[src/hdl/asp_pkg.sv]
// Constants, field layouts and types of the converter serial port.
// Assumes a single ref_clk domain; the port synchronises its own pins.
// What this block does
// Chip select falling starts a conversion; its low time frames one transfer.
// Control bits on the serial input are taken on rising serial clock edges.
// Each falling serial clock edge puts the next result bit on the output.
// A frame is four zero bits, then the 12-bit result, MSB first.
// The serial clock also steps the conversion; no clock, no progress.
// The three-bit channel field picks which of eight inputs is converted.
// A transfer lasts 16 serial clocks; control in and result out together.
// Only the first 8 rising edges load the control word, first bit is MSB.
// A new channel value applies after the current conversion, to the next one.
// Control word resets to zero; host writes the reserved bit as zero.
// Serial output is released while chip select is high, driven within frames.
package asp_pkg;

  // Frame and word shape
  localparam int RES_W = 12;
  localparam int CTL_BITS = 8;
  localparam int LEAD_ZEROS = 4;
  localparam int FRAME_BITS = 16;
  localparam int NUM_CHANNELS = 8;
  localparam int CNT_W = 5;

  // Rising edges spent tracking before the first bit decision
  localparam int ACQ_RISES = 2;

  // Result buffer depth
  localparam int FIFO_DEPTH = 16;

  // Control word field positions
  localparam int CTL_ZERO_BIT = 6;
  localparam int CTL_CHAN_LO = 3;
  localparam int CTL_REF_BIT = 2;
  localparam int CTL_PM_LO = 0;

  // Reset values
  localparam logic [7:0] CTL_RESET = 8'h00;
  localparam logic [3:0] PINS_IDLE = 4'h1;

  // Control word as shifted in, MSB first
  typedef struct packed {
    logic dontCare;
    logic zeroBit;
    logic [2:0] channel_select;
    logic refDisable;
    logic [1:0] power_mode_field;
  } asp_ctl_t;

  // Pins sampled together; chip select idles high
  typedef struct packed {
    logic cmp;
    logic din;
    logic sclk;
    logic csN;
  } asp_pins_t;

  // Conversion sequencer states
  typedef enum logic [1:0] {
    CV_IDLE = 2'b00,
    CV_TRACK = 2'b01,
    CV_SAR = 2'b10,
    CV_HOLD = 2'b11
  } asp_conv_t;

endpackage

[src/hdl/asp_fifo.sv]
// Result buffer between the conversion sequencer and the serial output.
// Assumes one clock and a synchronous active-low reset.
`timescale 1ns/1ps
`default_nettype none
module asp_fifo #(
  parameter int WIDTH = asp_pkg::RES_W,
  parameter int DEPTH = asp_pkg::FIFO_DEPTH
) (
  input wire logic clk,
  input wire logic rstn,
  input wire logic inValid,
  output logic inReady,
  input wire logic [WIDTH-1:0] inData,
  output logic outValid,
  input wire logic outReady,
  output logic [WIDTH-1:0] outData
);

  localparam int AW = $clog2(DEPTH);

  // Depth must be a power of two of at least two
  if (DEPTH < 2 || (1 << AW) != DEPTH) begin : g_bad_depth
    $error("asp_fifo: DEPTH must be a power of two, at least 2");
  end

  logic [WIDTH-1:0] mem [DEPTH];
  logic [AW:0] wrPtr_reg;
  logic [AW:0] rdPtr_reg;
  logic full;
  logic empty;

  // Extra pointer bit tells full from empty
  assign full = (wrPtr_reg[AW] != rdPtr_reg[AW]) && (wrPtr_reg[AW-1:0] == rdPtr_reg[AW-1:0]);
  assign empty = (wrPtr_reg == rdPtr_reg);
  assign inReady = !full;
  assign outValid = !empty;
  assign outData = mem[rdPtr_reg[AW-1:0]];

  // Storage write
  always_ff @(posedge clk) begin
    if (inValid && !full) begin
      mem[wrPtr_reg[AW-1:0]] <= inData;
    end
  end

  // Write pointer
  always_ff @(posedge clk) begin
    if (!rstn) begin
      wrPtr_reg <= '0;
    end else if (inValid && !full) begin
      wrPtr_reg <= wrPtr_reg + 1'b1;
    end
  end

  // Read pointer
  always_ff @(posedge clk) begin
    if (!rstn) begin
      rdPtr_reg <= '0;
    end else if (outReady && !empty) begin
      rdPtr_reg <= rdPtr_reg + 1'b1;
    end
  end

endmodule
`default_nettype wire

[src/hdl/asp_serial_port.sv]
// Serial port and successive-approximation sequencer of the converter.
// Assumes the host pins and the comparator are asynchronous to ref_clk,
// and that ref_clk runs well above the serial clock.
`timescale 1ns/1ps
`default_nettype none
module asp_serial_port #(
  parameter int RES_W = asp_pkg::RES_W,
  parameter int FIFO_DEPTH = asp_pkg::FIFO_DEPTH
) (
  input wire logic ref_clk,
  input wire logic rstn,
  input wire logic csN,
  input wire logic sclk,
  input wire logic sdi,
  input wire logic cmpIn,
  output logic sdo,
  output logic sdoOe,
  output logic [RES_W-1:0] dacCode,
  output logic sampleHold,
  output logic [2:0] channelSel,
  output logic refDisable,
  output logic [1:0] powerMode,
  output logic convBusy
);

  localparam int IW = $clog2(RES_W);
  localparam logic [4:0] RISE_MAX = 5'(asp_pkg::FRAME_BITS);
  localparam logic [4:0] FALL_MAX = 5'(asp_pkg::FRAME_BITS);
  localparam logic [4:0] CTL_LAST = 5'(asp_pkg::CTL_BITS - 1);
  localparam logic [4:0] TRACK_LAST = 5'(asp_pkg::ACQ_RISES - 1);
  localparam logic [4:0] ZERO_FALLS = 5'(asp_pkg::LEAD_ZEROS);

  // The frame shape fixes the result width
  if (RES_W != asp_pkg::FRAME_BITS - asp_pkg::LEAD_ZEROS) begin : g_bad_width
    $error("asp_serial_port: RES_W must fill the frame after the leading zeros");
  end

  // Edge test on two samples of one synchronised pin
  function automatic logic edgeSeen(input logic last, input logic now, input logic rising);
    edgeSeen = rising ? (!last && now) : (last && !now);
  endfunction

  asp_pkg::asp_pins_t pinMeta_reg;
  asp_pkg::asp_pins_t pinSync_reg;
  logic csLast_reg;
  logic sclkLast_reg;
  logic inFrame;
  logic frameStart;
  logic sclkRise;
  logic sclkFall;
  logic [4:0] riseCnt_reg;
  logic [4:0] fallCnt_reg;
  logic [6:0] ctlShift_reg;
  asp_pkg::asp_ctl_t ctlWord_reg;
  logic ctlCommit;
  logic [asp_pkg::FRAME_BITS-1:0] txShift_reg;
  logic [asp_pkg::FRAME_BITS-1:0] txLoad;
  logic sdo_reg;
  logic sdoOe_reg;
  asp_pkg::asp_conv_t cv_reg;
  logic convBusy_reg;
  logic sampleHold_reg;
  logic [RES_W-1:0] dac_reg;
  logic [IW-1:0] bitIdx_reg;
  logic [RES_W-1:0] result_reg;
  logic convDone;
  logic [2:0] chanActive_reg;
  logic refDisable_reg;
  logic [1:0] powerMode_reg;
  logic fifoInReady;
  logic fifoOutValid;
  logic fifoPop;
  logic [RES_W-1:0] fifoOutData;

  // Two-stage synchronisers for every asynchronous input
  always_ff @(posedge ref_clk) begin
    if (!rstn) begin
      pinMeta_reg <= asp_pkg::PINS_IDLE;
      pinSync_reg <= asp_pkg::PINS_IDLE;
    end else begin
      pinMeta_reg <= {cmpIn, sdi, sclk, csN};
      pinSync_reg <= pinMeta_reg;
    end
  end

  // Previous synchronised levels for edge finding
  always_ff @(posedge ref_clk) begin
    if (!rstn) begin
      csLast_reg <= 1'b1;
      sclkLast_reg <= 1'b0;
    end else begin
      csLast_reg <= pinSync_reg.csN;
      sclkLast_reg <= pinSync_reg.sclk;
    end
  end

  // Frame and serial clock events
  assign inFrame = !pinSync_reg.csN;
  assign frameStart = edgeSeen(csLast_reg, pinSync_reg.csN, 1'b0);
  assign sclkRise = inFrame && edgeSeen(sclkLast_reg, pinSync_reg.sclk, 1'b1);
  assign sclkFall = inFrame && edgeSeen(sclkLast_reg, pinSync_reg.sclk, 1'b0);

  // Rising edges counted per frame, held at the frame length
  always_ff @(posedge ref_clk) begin
    if (!rstn) begin
      riseCnt_reg <= '0;
    end else if (frameStart) begin
      riseCnt_reg <= '0;
    end else if (sclkRise && riseCnt_reg != RISE_MAX) begin
      riseCnt_reg <= riseCnt_reg + 1'b1;
    end
  end

  // Control bits shift in on rising edges; the word commits on the eighth
  assign ctlCommit = sclkRise && !frameStart && (riseCnt_reg == CTL_LAST);
  always_ff @(posedge ref_clk) begin
    if (!rstn) begin
      ctlShift_reg <= '0;
      ctlWord_reg <= asp_pkg::CTL_RESET;
    end else if (sclkRise && !frameStart && riseCnt_reg < CTL_LAST) begin
      ctlShift_reg <= {ctlShift_reg[5:0], pinSync_reg.din};
    end else if (ctlCommit) begin
      ctlWord_reg <= {ctlShift_reg, pinSync_reg.din};
    end
  end

  // Oldest buffered result leaves at frame start; none gives zeros
  assign fifoPop = frameStart && fifoOutValid;
  assign txLoad = {{asp_pkg::LEAD_ZEROS{1'b0}}, (fifoOutValid ? fifoOutData : {RES_W{1'b0}})};

  // Output shifter: first bit shown at frame start, next on each fall
  always_ff @(posedge ref_clk) begin
    if (!rstn) begin
      txShift_reg <= '0;
      sdo_reg <= 1'b0;
      fallCnt_reg <= '0;
    end else if (frameStart) begin
      txShift_reg <= txLoad;
      sdo_reg <= txLoad[asp_pkg::FRAME_BITS-1];
      fallCnt_reg <= '0;
    end else if (sclkFall && fallCnt_reg != FALL_MAX) begin
      txShift_reg <= {txShift_reg[asp_pkg::FRAME_BITS-2:0], 1'b0};
      sdo_reg <= txShift_reg[asp_pkg::FRAME_BITS-2];
      fallCnt_reg <= fallCnt_reg + 1'b1;
    end
  end

  // Output driven only while chip select is low
  always_ff @(posedge ref_clk) begin
    if (!rstn) begin
      sdoOe_reg <= 1'b0;
    end else begin
      sdoOe_reg <= inFrame;
    end
  end

  // Last bit decision of the conversion
  assign convDone = (cv_reg == asp_pkg::CV_SAR) && inFrame && sclkRise && (bitIdx_reg == '0);

  // Conversion sequencer, started by chip select falling and stepped by serial clock rises
  always_ff @(posedge ref_clk) begin
    if (!rstn) begin
      cv_reg <= asp_pkg::CV_IDLE;
      convBusy_reg <= 1'b0;
    end else begin
      case (cv_reg)
        asp_pkg::CV_IDLE: begin
          if (frameStart) begin
            cv_reg <= asp_pkg::CV_TRACK;
            convBusy_reg <= 1'b1;
          end
        end
        asp_pkg::CV_TRACK: begin
          if (!inFrame) begin
            cv_reg <= asp_pkg::CV_IDLE;
            convBusy_reg <= 1'b0;
          end else if (sclkRise && riseCnt_reg == TRACK_LAST) begin
            cv_reg <= asp_pkg::CV_SAR;
          end
        end
        asp_pkg::CV_SAR: begin
          if (!inFrame) begin
            cv_reg <= asp_pkg::CV_IDLE;
            convBusy_reg <= 1'b0;
          end else if (convDone) begin
            cv_reg <= asp_pkg::CV_HOLD;
          end
        end
        asp_pkg::CV_HOLD: begin
          // A full buffer stalls here, so no new conversion starts
          if (fifoInReady) begin
            cv_reg <= asp_pkg::CV_IDLE;
            convBusy_reg <= 1'b0;
          end
        end
        default: begin
          cv_reg <= asp_pkg::CV_IDLE;
          convBusy_reg <= 1'b0;
        end
      endcase
    end
  end

  // Track switch closed from frame start to the end of acquisition
  always_ff @(posedge ref_clk) begin
    if (!rstn) begin
      sampleHold_reg <= 1'b0;
    end else if (cv_reg == asp_pkg::CV_IDLE && frameStart) begin
      sampleHold_reg <= 1'b1;
    end else if (cv_reg != asp_pkg::CV_TRACK || !inFrame || sclkRise && riseCnt_reg == TRACK_LAST) begin
      sampleHold_reg <= 1'b0;
    end
  end

  // Trial code: set a bit, keep it if the comparator says input is higher
  always_ff @(posedge ref_clk) begin
    if (!rstn) begin
      dac_reg <= '0;
      bitIdx_reg <= '0;
    end else if (cv_reg == asp_pkg::CV_IDLE && frameStart) begin
      dac_reg <= '0;
    end else if (cv_reg == asp_pkg::CV_TRACK && inFrame && sclkRise
                 && riseCnt_reg == TRACK_LAST) begin
      dac_reg <= {1'b1, {(RES_W-1){1'b0}}};
      bitIdx_reg <= IW'(RES_W - 1);
    end else if (cv_reg == asp_pkg::CV_SAR && inFrame && sclkRise) begin
      if (!pinSync_reg.cmp) begin
        dac_reg[bitIdx_reg] <= 1'b0;
      end
      if (bitIdx_reg != '0) begin
        dac_reg[bitIdx_reg - 1'b1] <= 1'b1;
        bitIdx_reg <= bitIdx_reg - 1'b1;
      end
    end
  end

  // Finished code waits here for the buffer
  always_ff @(posedge ref_clk) begin
    if (!rstn) begin
      result_reg <= '0;
    end else if (convDone) begin
      result_reg <= {dac_reg[RES_W-1:1], pinSync_reg.cmp};
    end
  end

  // Settings take effect when the running conversion ends
  always_ff @(posedge ref_clk) begin
    if (!rstn) begin
      chanActive_reg <= '0;
      refDisable_reg <= 1'b0;
      powerMode_reg <= '0;
    end else if (convDone) begin
      chanActive_reg <= ctlWord_reg.channel_select;
      refDisable_reg <= ctlWord_reg.refDisable;
      powerMode_reg <= ctlWord_reg.power_mode_field;
    end
  end

  // Result buffer between conversion and output
  asp_fifo #(
    .WIDTH(RES_W),
    .DEPTH(FIFO_DEPTH)
  ) u_fifo (
    .clk(ref_clk),
    .rstn(rstn),
    .inValid(cv_reg == asp_pkg::CV_HOLD),
    .inReady(fifoInReady),
    .inData(result_reg),
    .outValid(fifoOutValid),
    .outReady(fifoPop),
    .outData(fifoOutData)
  );

  // Outputs straight from flip-flops
  assign sdo = sdo_reg;
  assign sdoOe = sdoOe_reg;
  assign dacCode = dac_reg;
  assign sampleHold = sampleHold_reg;
  assign channelSel = chanActive_reg;
  assign refDisable = refDisable_reg;
  assign powerMode = powerMode_reg;
  assign convBusy = convBusy_reg;
endmodule
`default_nettype wire

[config.mk]
export PLATFORM = sky130hd
export DESIGN_NAME = asp_serial_port
export DESIGN_NICKNAME = d
export VERILOG_FILES = /design/src/hdl/asp_pkg.sv /design/src/hdl/asp_fifo.sv /design/src/hdl/asp_serial_port.sv
export SDC_FILE = /design/constraint.sdc
export NUM_CORES = 1
export LEC_CHECK = 0
export CAP_MARGIN = 20
export CELL_PAD_IN_SITES_DETAIL_PLACEMENT = 0
export CELL_PAD_IN_SITES_GLOBAL_PLACEMENT = 1
export CORE_UTILIZATION = 53
export CTS_BUF_LIST = sky130_fd_sc_hd__clkbuf_16
export CTS_CLUSTER_DIAMETER = 60
export DETAILED_ROUTE_END_ITERATION = 10
export DONT_BUFFER_PORTS = 1
export HOLD_SLACK_MARGIN = 0.02
export PLACE_DENSITY_LB_ADDON = 0.1
export REMOVE_ABC_BUFFERS = 1
export SLEW_MARGIN = 20
export SYNTH_ARGS = -nofsm -noshare
export SYNTH_HDL_FRONTEND = slang
export SYNTH_SLANG_ARGS = --single-unit
export TNS_END_PERCENT = 10
[constraint.sdc]
create_clock -name ref_clk -period 2.84 [get_ports ref_clk]
set_input_delay 0.426 -clock ref_clk [delete_from_list [all_inputs] [get_ports ref_clk]]
set_output_delay 0.426 -clock ref_clk [all_outputs]
set_load 0.05 [all_outputs]
==> flow_metrics.env <==
export IMPL_numPortBuffers=0
export IMPL_tightestPinTransition_ns=1.01
export IMPL_fin_area_sq_um=13100
export IMPL_ys_ff_latch=292
export IMPL_wirelength_mm=24.0
export IMPL_hold_viol_final=0
export IMPL_clkSlewWorstSetupHoldPaths_ns=0.06
export IMPL_total_power_mw=8.52
export IMPL_antenna_found_initial=1
export IMPL_p_leak_nw=4.50
export IMPL_clkPwrFrac=0.458
export IMPL_pwr_share_comb=0.012
export IMPL_critPathKind="reg2reg"
export IMPL_viasPerCell=5.86
export IMPL_drive_above_1_share=0.159
export IMPL_drc=0
export IMPL_worst_path_max_delay_cell="or4b_1"
export IMPL_grt_pass1_vias=6673
export IMPL_rows=53
export IMPL_cts_resized=0
export IMPL_drtIter0Drc=493
export IMPL_post_route_period_util=0.837
export IMPL_cts_made_buffers=30
export IMPL_nets=860
export IMPL_crit_path_start_kind="flop"
export IMPL_cp_required_ns=3.25
export IMPL_synth_seq_area_share=0.668
export IMPL_arrival_ns=2.79
export IMPL_clockBufferDepth=3
export IMPL_switching_power_mw=1.68
export IMPL_clock_skew_ns=0.0208
export IMPL_boundaryPins=28
export IMPL_final_common_cell="edfxtp_1"
export IMPL_clock_sinks=292
export IMPL_gr_usage_all_layers=0.221
export IMPL_synthArstFlopShare=0
export IMPL_grt_max_degree=49
export IMPL_dpl_cell_area_sq_um=12000
export IMPL_grt_pass1_wl_mm=37.4
export IMPL_layout_common_cells="edfxtp_1 (192), nand2_1 (98), dfxtp_1 (98), mux4_2 (48), o21ai_0 (36)"
export IMPL_crit_path_max_fanout=17
export IMPL_syn2layout_area_growth_pct=12.9
export IMPL_max_stage_delay_ns=0.53
export IMPL_synth_area_sq_um=11600
export IMPL_place_congestion=0.850
export IMPL_synth_edf_count=192
export IMPL_initial_utilization=0.547
export IMPL_die_y_um=150
export IMPL_yosysWarnings=0
export IMPL_crit_chain="inv_1 -> ha_1 -> nor4bb_1 -> or4b_1 -> nand2_1 -> o21ai_0 -> a21oi_1"
export IMPL_syn_inst=807
export IMPL_fp_coreArea_sq_um=21300
export IMPL_pre_cts_ws_ns=0.461
export IMPL_min_period_ns=2.38
export IMPL_rsz0062_at_grt="false"
export IMPL_num_vias=6643
export IMPL_switching_share=0.197
export IMPL_status="complete, no violations"
export IMPL_worstSkewPairLatency_ns=0.56
export IMPL_setup_slack_ns=0.462
export IMPL_critPathCaptureType="flop"
export IMPL_ys_types=47
export IMPL_ys_flop_type="edfxtp_1"
export IMPL_route_detailed_wl_per_inst_um=21.2
export IMPL_overflow=0
export IMPL_maxSlewHeadroom=0.322
export IMPL_max_freq_mhz=421
export IMPL_ir_worst_vdd_v=0.000577
export IMPL_drtAntennaViolNets=0
export IMPL_path_buf_inv=1
export IMPL_powerDensity_nw_per_um2=649
export IMPL_die_area_sq_um=22600
export IMPL_slew_viol_final=0
export IMPL_cts_tree="yes"
export IMPL_die_x_um=150
export IMPL_seqPwrFrac=0.530
export IMPL_cts_htree_levels=1
export IMPL_syn_avg_cell_area_sq_um=14.4
export IMPL_place_hpwl_mm=15.1
export IMPL_path_delay_family="simple AND/OR/NAND/NOR gates"
export IMPL_drt_pass1_iterations=4
export IMPL_drv_cap=0
export IMPL_root_buffer="clkbuf_16"
export IMPL_min_path_type="in2reg"
export IMPL_largest_reg_flops=192
export IMPL_diodes=0
export IMPL_internal_power_mw=6.85
export IMPL_setup_viol=0
## kinds of logic after synthesis
family,Yosys count,share of synthesized area
AOI/OAI and AO/OA,130,0.0700
xor gates and xnor gates,22,0.0166
adders and majority gates,20,0.0215
buffers and inverters,53,0.0189
DFF,292,0.668
muxes,65,0.108
and+or+nand+nor,225,0.0980
## through the flow
step | instances | hold slack (ns) | utilization | setup TNS [ns]
2_1_floorplan | 767 | 0.386 | - | -4.56
6_report | 1133 | 0.0375 | 0.617 | 0
3_3_place_gp | 1070 | 0.390 | 0.565 | 0
3_5_place_dp | 1070 | 0.398 | 0.566 | 0
4_1_cts | 1133 | 0.0200 | 0.617 | 0
5_1_grt | 1133 | 0.0246 | 0.617 | 0
## cell usage after synthesis (2+ instances only)
library cell  count  area share
and2_1           15      0.0081
nor2b_1          20       0.011
nand2_1          98       0.032
buf_2             8      0.0034
clkbuf_1         29      0.0094
a31oi_1           3      0.0016
nor2_1           31       0.010
nor3_1            6      0.0026
a21boi_0         19       0.012
a211oi_1          2      0.0013
o21ai_0          36       0.015
nand2b_1         13      0.0070
nand3_1          18      0.0077
inv_1            13      0.0042
mux4_2           48       0.093
xor2_1           17       0.013
or3_1             3      0.0016
nor3b_4           2      0.0032
a21oi_1          36       0.015
mux2i_1          17       0.015
dfxtp_1         100        0.17
or2_2             3      0.0016
o211a_1           3      0.0026
and3_1            2      0.0011
a22oi_1          24       0.015
nand4_1           6      0.0032
xnor2_1           5      0.0038
edfxtp_1        192        0.50
ha_1             20       0.022
## final timing paths
kind	to	from	slack, ns	cells past startpoint
worst max-delay path	txShift_reg[10]	fallCnt_reg[0]	0.46	7
worst min-delay path	powerMode[0]	rstn	0.04	1
worst max register to register	txShift_reg[10]	fallCnt_reg[0]	0.46	7
worst min register to register	pinSync_reg[0]	pinMeta_reg[0]	0.41	1
## per-layer routing
layer,global-route usage,up-vias,share of wire
met2,0.353,177,0.49
met4,0.0571,0,0.016
li1,-,3062,-
met3,0.0345,28,0.052
met5,0,-,0
met1,0.319,3376,0.45
## cell type report
| type | instances | area (sq um) |
|---|---|---|
| repair buffers | 35 | 303 |
| multi-input cells | 462 | 3650 |
| clock inverters | 24 | 211 |
| well taps | 275 | 344 |
| flip-flops and latches | 292 | 7770 |
| clock buffers | 32 | 801 |
| fillers | 1569 | 8150 |
| inverters | 13 | 48.8 |
## power groups by stage
stage / sequential [mW] / clock, mW / combinational, mW
5_1_grt: 4.52 / 4.15 / 0.115
3_5_place_dp: 4.61 / 0 / 0.0782
2_1_floorplan: 4.60 / 0 / 0.0616
3_3_place_gp: 4.61 / 0 / 0.0776
6_report: 4.52 / 3.90 / 0.104
4_1_cts: 4.52 / 3.96 / 0.104
## repair_timing
action                                 in CTS  in global routing
endpoints found under the hold margin      48                  0
hold buffers                                7                  0
buffers inserted                            0                  0
(Power assumes the default switching activity.)
